[src/debug_status_pkg.sv]
package debug_status_pkg;

    // ------------------------------------------------------------
    // special purpose register numbers
    // ------------------------------------------------------------
    localparam int          SPR_W                  = 10;
    localparam int          DATA_W                 = 32;
    localparam logic [9:0]  SPR_DEBUG_EVENT_STATUS = 10'h130;
    localparam logic [9:0]  SPR_DEBUG_DATA_WORD    = 10'h3f3;

    // ------------------------------------------------------------
    // status field positions (bit 0 is the most significant bit)
    // ------------------------------------------------------------
    localparam int BIT_IMPRECISE      = 0;
    localparam int BIT_UNCONDITIONAL  = 1;
    localparam int BIT_RESET_TYPE_HI  = 2;
    localparam int BIT_RESET_TYPE_LO  = 3;
    localparam int BIT_INSTR_COMPLETE = 4;
    localparam int BIT_TAKEN_BRANCH   = 5;
    localparam int BIT_INTERRUPT      = 6;
    localparam int BIT_TRAP           = 7;
    localparam int BIT_INSTR_WATCH1   = 8;
    localparam int BIT_DATA1_READ     = 12;
    localparam int BIT_DATA1_WRITE    = 13;
    localparam int BIT_DATA2_READ     = 14;
    localparam int BIT_DATA2_WRITE    = 15;
    localparam int BIT_HANDLER_EXIT   = 16;
    localparam int BIT_WATCH12_TOGGLE = 30;
    localparam int BIT_WATCH34_TOGGLE = 31;
    localparam int NUM_INSTR_WATCH    = 4;

    // ------------------------------------------------------------
    // reset type codes and range modes
    // ------------------------------------------------------------
    localparam logic [1:0] RESET_NONE   = 2'h0;
    localparam logic [1:0] RESET_CORE   = 2'h1;
    localparam logic [1:0] RESET_CHIP   = 2'h2;
    localparam logic [1:0] RESET_SYSTEM = 2'h3;

    localparam logic [1:0] RANGE_INCLUSIVE = 2'h2;
    localparam logic [1:0] RANGE_EXCLUSIVE = 2'h3;

    localparam logic [31:0] ZERO_WORD = 32'h0000_0000;

endpackage

[src/debug_status_capture.sv]
// Overview of operation
// - the status register is special purpose register 0x130, reachable only in supervisor state, read and cleared.
// - bit 0 is set by a debug event while debug interrupts are disabled and not by one while they are enabled.
// - for synchronous events in internal debug mode bit 0 tells whether the debug interrupt is imprecise.
// - bits 2:3 hold the last reset type, 00 none since cleared, 01 core, 10 chip, 11 system.
// - every processor reset loads bits 2:3 with the code of that reset whatever they held.
// - bit 4 is set by an instruction completion event and reads 0 if none happened.
// - bit 5 is set by a taken branch event and reads 0 otherwise.
// - bit 12 is set when the first data watch matches a read.
// - bit 13 is set when the first data watch matches a write.
// - bit 14 is set when the second data watch matches a read.
// - bit 15 is set when the second data watch matches a write.
// - bit 30 shows whether the watch 1/2 range is reversed by auto-toggle.
// - bit 31 shows whether the watch 3/4 range is reversed by auto-toggle.
// - with the watch 3/4 toggle enable set, its range mode may reverse and bit 31 reports it.
module debug_status_capture (
    // clock and reset
    input  wire  logic                                 mclk,
    input  wire  logic                                 reset,
    input  wire  logic [1:0]                           reset_kind,
    // special purpose register port
    input  wire  logic                                 spr_rd,
    input  wire  logic                                 spr_wr,
    input  wire  logic [debug_status_pkg::SPR_W-1:0]   spr_num,
    input  wire  logic [0:debug_status_pkg::DATA_W-1]  spr_wdata,
    input  wire  logic                                 supervisor,
    output logic [0:debug_status_pkg::DATA_W-1]        spr_rdata,
    output logic                                       spr_ack,
    output logic                                       spr_priv_fault,
    // debug events
    input  wire  logic                                 debug_interrupt_enable,
    input  wire  logic                                 unconditional_event,
    input  wire  logic                                 instr_complete_event,
    input  wire  logic                                 taken_branch_event,
    input  wire  logic                                 interrupt_event,
    input  wire  logic                                 trap_event,
    input  wire  logic [debug_status_pkg::NUM_INSTR_WATCH-1:0] instr_watch_event,
    input  wire  logic                                 data_watch1_read_event,
    input  wire  logic                                 data_watch1_write_event,
    input  wire  logic                                 data_watch2_read_event,
    input  wire  logic                                 data_watch2_write_event,
    input  wire  logic                                 handler_exit_event,
    // instruction watch range auto-toggle
    input  wire  logic                                 instr_watch12_toggle_enable,
    input  wire  logic                                 instr_watch34_toggle_enable,
    input  wire  logic [1:0]                           instr_watch12_range_mode,
    input  wire  logic [1:0]                           instr_watch34_range_mode,
    input  wire  logic                                 instr_watch12_toggle_event,
    input  wire  logic                                 instr_watch34_toggle_event,
    output logic [1:0]                                 instr_watch12_effective_mode,
    output logic [1:0]                                 instr_watch34_effective_mode,
    // status view for the debug logic
    output logic [0:debug_status_pkg::DATA_W-1]        debug_event_status,
    output logic [0:debug_status_pkg::DATA_W-1]        debug_data_word
);
    import debug_status_pkg::*;

    // ------------------------------------------------------------
    // state
    // ------------------------------------------------------------
    logic [0:DATA_W-1] flags_ff;
    logic [0:DATA_W-1] nxt_flags;
    logic [0:DATA_W-1] data_word_ff;
    logic [0:DATA_W-1] nxt_data_word;
    logic [0:DATA_W-1] rdata_ff;
    logic [0:DATA_W-1] nxt_rdata;
    logic              ack_ff;
    logic              nxt_ack;
    logic              fault_ff;
    logic              nxt_fault;
    logic              reset_seen_ff;
    logic              nxt_reset_seen;
    logic [0:DATA_W-1] status_word;
    logic [0:DATA_W-1] clear_mask;
    logic [0:DATA_W-1] set_mask;
    logic              any_event;
    logic              hit_status;
    logic              hit_data;
    logic              access;
    logic              toggle12;
    logic              toggle34;
    logic [1:0]        mode12;
    logic [1:0]        mode34;

    // ------------------------------------------------------------
    // helpers
    // ------------------------------------------------------------
    function automatic logic spr_match(input logic [SPR_W-1:0] num, input logic [SPR_W-1:0] target);
        spr_match = (num == target);
    endfunction

    // ------------------------------------------------------------
    // register decode
    // ------------------------------------------------------------
    always_comb begin
        hit_status = spr_match(spr_num, SPR_DEBUG_EVENT_STATUS);
        hit_data   = spr_match(spr_num, SPR_DEBUG_DATA_WORD);
        access     = (spr_rd || spr_wr) && (hit_status || hit_data);
        clear_mask = ZERO_WORD;
        // writes from user state clear nothing
        if (spr_wr && hit_status && supervisor) begin
            clear_mask = spr_wdata;
        end
    end

    // ------------------------------------------------------------
    // sticky event flags
    // ------------------------------------------------------------
    always_comb begin
        set_mask = ZERO_WORD;
        set_mask[BIT_UNCONDITIONAL]  = unconditional_event;
        set_mask[BIT_INSTR_COMPLETE] = instr_complete_event;
        set_mask[BIT_TAKEN_BRANCH]   = taken_branch_event;
        set_mask[BIT_INTERRUPT]      = interrupt_event;
        set_mask[BIT_TRAP]           = trap_event;
        for (int i = 0; i < NUM_INSTR_WATCH; i++) begin
            set_mask[BIT_INSTR_WATCH1 + i] = instr_watch_event[i];
        end
        set_mask[BIT_DATA1_READ]     = data_watch1_read_event;
        set_mask[BIT_DATA1_WRITE]    = data_watch1_write_event;
        set_mask[BIT_DATA2_READ]     = data_watch2_read_event;
        set_mask[BIT_DATA2_WRITE]    = data_watch2_write_event;
        set_mask[BIT_HANDLER_EXIT]   = handler_exit_event;
        any_event = |set_mask;
        // an event with debug interrupts disabled is reported imprecise
        set_mask[BIT_IMPRECISE] = any_event && !debug_interrupt_enable;

        // set wins over a clear in the same cycle
        nxt_flags = (flags_ff & ~clear_mask) | set_mask;
        nxt_flags[BIT_RESET_TYPE_HI] = flags_ff[BIT_RESET_TYPE_HI] & ~clear_mask[BIT_RESET_TYPE_HI];
        nxt_flags[BIT_RESET_TYPE_LO] = flags_ff[BIT_RESET_TYPE_LO] & ~clear_mask[BIT_RESET_TYPE_LO];
        nxt_reset_seen = 1'b1;
        // first edge after release loads the reset type over any clear
        if (!reset_seen_ff) begin
            nxt_flags[BIT_RESET_TYPE_HI] = reset_kind[1];
            nxt_flags[BIT_RESET_TYPE_LO] = reset_kind[0];
        end
        // reserved bits never hold a value
        nxt_flags[BIT_HANDLER_EXIT+1:BIT_WATCH12_TOGGLE-1] = '0;
        // the toggle bits live in the trackers
        nxt_flags[BIT_WATCH12_TOGGLE] = 1'b0;
        nxt_flags[BIT_WATCH34_TOGGLE] = 1'b0;
    end

    // ------------------------------------------------------------
    // read data, data word and answers
    // ------------------------------------------------------------
    always_comb begin
        status_word = flags_ff;
        status_word[BIT_WATCH12_TOGGLE] = toggle12;
        status_word[BIT_WATCH34_TOGGLE] = toggle34;
        nxt_data_word = data_word_ff;
        if (spr_wr && hit_data && supervisor) begin
            nxt_data_word = spr_wdata;
        end
        // reads return the word as it stood before this edge
        nxt_rdata = ZERO_WORD;
        if (spr_rd && supervisor && hit_status) begin
            nxt_rdata = status_word;
        end else if (spr_rd && supervisor && hit_data) begin
            nxt_rdata = data_word_ff;
        end
        nxt_ack   = access && supervisor;
        nxt_fault = access && !supervisor;
    end

    always_ff @(posedge mclk or posedge reset) begin
        if (reset) begin
            flags_ff      <= ZERO_WORD;
            data_word_ff  <= ZERO_WORD;
            rdata_ff      <= ZERO_WORD;
            ack_ff        <= 1'b0;
            fault_ff      <= 1'b0;
            reset_seen_ff <= 1'b0;
        end else begin
            flags_ff      <= nxt_flags;
            data_word_ff  <= nxt_data_word;
            rdata_ff      <= nxt_rdata;
            ack_ff        <= nxt_ack;
            fault_ff      <= nxt_fault;
            reset_seen_ff <= nxt_reset_seen;
        end
    end

    // ------------------------------------------------------------
    // auto-toggle trackers
    // ------------------------------------------------------------
    range_toggle_tracker u_watch12 (
        .mclk           (mclk),
        .reset          (reset),
        .toggle_enable  (instr_watch12_toggle_enable),
        .range_mode     (instr_watch12_range_mode),
        .toggle_event   (instr_watch12_toggle_event),
        .clear          (clear_mask[BIT_WATCH12_TOGGLE]),
        .toggle_state   (toggle12),
        .effective_mode (mode12)
    );

    range_toggle_tracker u_watch34 (
        .mclk           (mclk),
        .reset          (reset),
        .toggle_enable  (instr_watch34_toggle_enable),
        .range_mode     (instr_watch34_range_mode),
        .toggle_event   (instr_watch34_toggle_event),
        .clear          (clear_mask[BIT_WATCH34_TOGGLE]),
        .toggle_state   (toggle34),
        .effective_mode (mode34)
    );

    // ------------------------------------------------------------
    // outputs
    // ------------------------------------------------------------
    assign spr_rdata                    = rdata_ff;
    assign spr_ack                      = ack_ff;
    assign spr_priv_fault               = fault_ff;
    assign debug_event_status           = status_word;
    assign debug_data_word              = data_word_ff;
    assign instr_watch12_effective_mode = mode12;
    assign instr_watch34_effective_mode = mode34;

endmodule

[src/range_toggle_tracker.sv]
module range_toggle_tracker (
    // clock and reset
    input  wire  logic       mclk,
    input  wire  logic       reset,
    // configuration
    input  wire  logic       toggle_enable,
    input  wire  logic [1:0] range_mode,
    // events
    input  wire  logic       toggle_event,
    input  wire  logic       clear,
    // state
    output logic             toggle_state,
    output logic [1:0]       effective_mode
);
    import debug_status_pkg::*;

    logic       toggle_ff;
    logic       nxt_toggle;
    logic [1:0] mode_ff;
    logic [1:0] nxt_mode;

    // ------------------------------------------------------------
    // toggle state and effective range mode
    // ------------------------------------------------------------
    always_comb begin
        nxt_toggle = toggle_ff;
        if (clear) begin
            nxt_toggle = 1'b0;
        end
        // a toggle in the clearing cycle still flips the range
        if (toggle_event && toggle_enable) begin
            nxt_toggle = ~toggle_ff;
        end
        nxt_mode = range_mode;
        if (nxt_toggle && (range_mode == RANGE_INCLUSIVE)) begin
            nxt_mode = RANGE_EXCLUSIVE;
        end else if (nxt_toggle && (range_mode == RANGE_EXCLUSIVE)) begin
            nxt_mode = RANGE_INCLUSIVE;
        end
    end

    always_ff @(posedge mclk or posedge reset) begin
        if (reset) begin
            toggle_ff <= 1'b0;
            mode_ff   <= RESET_NONE;
        end else begin
            toggle_ff <= nxt_toggle;
            mode_ff   <= nxt_mode;
        end
    end

    assign toggle_state   = toggle_ff;
    assign effective_mode = mode_ff;

endmodule

[config.mk]
export PLATFORM = sky130hd
export DESIGN_NAME = debug_status_capture
export DESIGN_NICKNAME = d
export VERILOG_FILES = /design/src/debug_status_pkg.sv /design/src/debug_status_capture.sv /design/src/range_toggle_tracker.sv
export SDC_FILE = /design/constraint.sdc
export NUM_CORES = 1
export LEC_CHECK = 0
export ABC_AREA = 1
export BUFFER_PORTS_ARGS = -buffer_cell sky130_fd_sc_hd__buf_2
export CAP_MARGIN = 5
export CELL_PAD_IN_SITES_DETAIL_PLACEMENT = 0
export CELL_PAD_IN_SITES_GLOBAL_PLACEMENT = 1
export CORE_MARGIN = 2
export CORE_UTILIZATION = 37
export DETAILED_ROUTE_END_ITERATION = 8
export GPL_TIMING_DRIVEN = 0
export PLACE_DENSITY = 0.86
export SLEW_MARGIN = 30
export SYNTH_ARGS = -nofsm -noshare
export SYNTH_HDL_FRONTEND = slang
export SYNTH_HIERARCHICAL = 1
export SYNTH_SLANG_ARGS = --single-unit
[constraint.sdc]
create_clock -name mclk -period 4.6 [get_ports mclk]
set_input_delay 1.15 -clock mclk [delete_from_list [all_inputs] [get_ports mclk]]
set_output_delay 1.15 -clock mclk [all_outputs]
set_load 0.02 [all_outputs]
==> impl_results.md <==
- FF/Latch Area: about 2300 sq um
- CP Capture Type: flop
- Drt pass-1 iters: 4
- Most frequent cell after synthesis: nand2_1
- First-pass GRT wire length: between 15000 and 20000 um
- Crit Path Class: input port to flop
- Initial DRC Count: approximately 260
- Ports: 174
- Largest net degree at the start of global routing: 57
- CTS tree: built
- CTS Buf Count: 9
- RSZ-0062 raised after global routing: false
- Hold Buf Count CTS: 0
- Sequential share of power: 0.468
- Final Routed Wirelength: between 10000 and 15000 um
- Final setup vio count: 0
- CTS sink count: 90
- Period utilisation layout: 0.496
- Fraction of layout instances using a drive strength above 1: 0.349
- Max FO, Critical Path: 10
- Routed len/inst: ~14 um
- Top-area cell type share of the netlist area: 0.539
- Hold Path Origin: debug_data_word[21]
- Residual DRC count: 0
- Internal Power: between 0.001 and 0.0015 W
- Synth area leader: dfrtp_1
- Async set or reset register ratio after synthesis: 1.00
- Gpl congestion: about 0.8
- Hold Path Stages: 2
- Power share of the clock group: 0.444
- Vias/cell: around 4.4
- Setup TNS: 0 ps
- Register bit count reported by yosys: 90
- Vias in the first global route: 3480
- Worst endpoint required time: around 4800 ps
- Die W: about 110 um
- Row cnt: 38
- H-tree levels: 3
- Die Y: ~110 um
- Share of the yosys chip area belonging to registers: 0.539
- Clock tree buffer depth: 2
- Comb power frac: 0.088
- Reg2Reg Depth: 4
- Grt ovf: 0
- Peak VDD IR: around 0.00013 V
- Buffer count from post-CTS setup fixing: 0
- CP arrival: ~2500 ps
- Die area: about 12000 sq um
- Final Hold Vio Count: 0
- Critical path launch point: spr_num[0]
- Type of origin of the critical path: input port
- Port Buffers: 160
- Max frequency: between 400 and 500 MHz
- Worst Clk Skew: ~6.4 ps
- R2R Setup Slk: approximately 3700 ps
- Number of enable flip-flop cells after synthesis: 0
- Synth Flop Type: dfrtp_1
- DP Cell Count: between 800 and 900
- Layout area overhead: 32.6%
- Post-DP HPWL: between 8000 and 9000 um
- Sw Share: 0.231
- Worst skew pair latency: between 300 and 400 ps
- Leakage power total: around 3.2 nW
- P per Cell Area: between 300 and 400 nW/um^2
- Synthesized cell area: between 4000 and 5000 sq um
- Multi-input combinational cell area: ~1500 sq um
- GRT Resource Usage Total: 0.186
- Antenna violations before repair: 1
- Slew Viols, Final: 0
- Max cap viols: 0
- Slew headroom: 0.635
- Starting Density: 0.382
- Post-cts resize count: 0
- Remaining antenna violation count: 0
- Post-Layout Cell Count: about 820
- Synth top cells by count: nand2_1 (191), dfrtp_1 (90), inv_1 (55)
- Sw Pwr: approximately 0.00040 W
- Vias: around 3600
- Core ar.: between 10000 and 15000 sq um
- Filler cells: roughly 1100
- Clk slew on worst S/H paths: approximately 60 ps
- Worst min path class: flop to flop
- Worst-Margin Slew: 547 ps
- Synth warn: 6
- Setup crit end: u_watch12/toggle_state
- Final Critical Period: 2280 ps
- RR Startpoint: u_watch12/toggle_state
- Synth cell types: 22
- Post-synthesis average cell area: ~8.5 sq um
- Gate Count Post-Synth: 493
- Final net count: between 700 and 800
- Outcome: finished clean
- CTS Root Cell: clkbuf_16
- Worst r2r dst: u_watch12/effective_mode[0]
- Area contributors post-synth: dfrtp_1 (54%), nand2_1 (17%), inv_1 (4.9%)
==> cell usage in the layout, fill, tap and decap left out, drive strengths merged, types with 2 or more instances in the layout <==
cell type	count
nand3	55
inv	55
clkinv	3
nor2	49
nand4	5
clkbuf	12
and2	2
o21ai	2
dfrtp	90
conb	14
nand2	196
bufinv	2
buf	194
==> power by group through the flow <==
stage | clock network (W) | logic (W) | registers, W
after global placement | 0 | 0.000147 | 0.000825
after CTS | 0.000787 | 0.000154 | 0.000810
after floorplan | 0 | 0.0000785 | 0.000833
after global routing | 0.000823 | 0.000169 | 0.000811
final | 0.000769 | 0.000152 | 0.000810
after detailed placement | 0 | 0.000153 | 0.000825
==> stage by stage <==
step | setup WS (ps) | utilization | power (W) | cell area (sq um) | hold WS, ps
floorplan | 1280 | - | 0.000911 | 4220 | 485
global placement | 162 | 0.476 | 0.000972 | 5200 | 475
detailed placement | 1970 | 0.478 | 0.000978 | 5230 | 481
CTS | 2320 | 0.507 | 0.00175 | 5540 | 498
global route | 2180 | 0.507 | 0.00180 | 5540 | 524
finish | 2320 | 0.507 | 0.00173 | 5540 | 494
==> logic make-up after synthesis <==
family	synth area share
AND/OR/NAND/NOR	0.335
buffers and inverters	0.122
flip-flops	0.539
AO/OA/AOI/OAI	0.00240
other	0.00180
==> cell type report <==
cell class,instances,area share
sequential,90,0.406
multi-input combinational,324,0.264
timing repair buffer,161,0.149
buffer,36,0.0546
clock buffer,9,0.0406
inverter,55,0.0381
tap,140,0.0316
clock inverter,6,0.0149
antenna,1,0.000451
==> worst max-delay path, stage by stage <==
cell and delay [ps]:
buf_2 110, nor2_2 200, nand3_2 160, nor2_8 240, buf_12 170, nand2_2 60
nor2_1 90, inv_1 40, nand2_1 70, nand2_2 70, and2_1 140
==> sequential cells by signal, summed over array words and instances (netlist names) <==
| signal | cells |
|---|---|
| debug_data_word | 32 |
| spr_rdata | 32 |
| flags_ff | 17 |
| u_watch12/effective_mode | 2 |
| u_watch34/effective_mode | 2 |
| reset_seen_ff | 1 |
| spr_ack | 1 |
| spr_priv_fault | 1 |
| u_watch12/toggle_state | 1 |
| u_watch34/toggle_state | 1 |
==> layer usage <==
| metal | up-vias | wire length (um) | GRT usage |
|---|---|---|---|
| met5 | - | 0 | 0 |
| met4 | 0 | 72 | 0.0482 |
| met3 | 4 | 887 | 0.0558 |
| met2 | 123 | 5210 | 0.301 |
| met1 | 1666 | 4960 | 0.244 |
| li1 | 1828 | - | - |
==> worst min-delay path by stage <==
stage                     endpoint  slack [ps]
2_1_floorplan        spr_rdata[30]         480
3_3_place_gp   debug_data_word[21]         470
3_5_place_dp          flags_ff[12]         480
4_1_cts               flags_ff[12]         500
5_1_grt        debug_data_word[16]         520
6_report       debug_data_word[21]         490
Power figures use the tool's default switching activity.
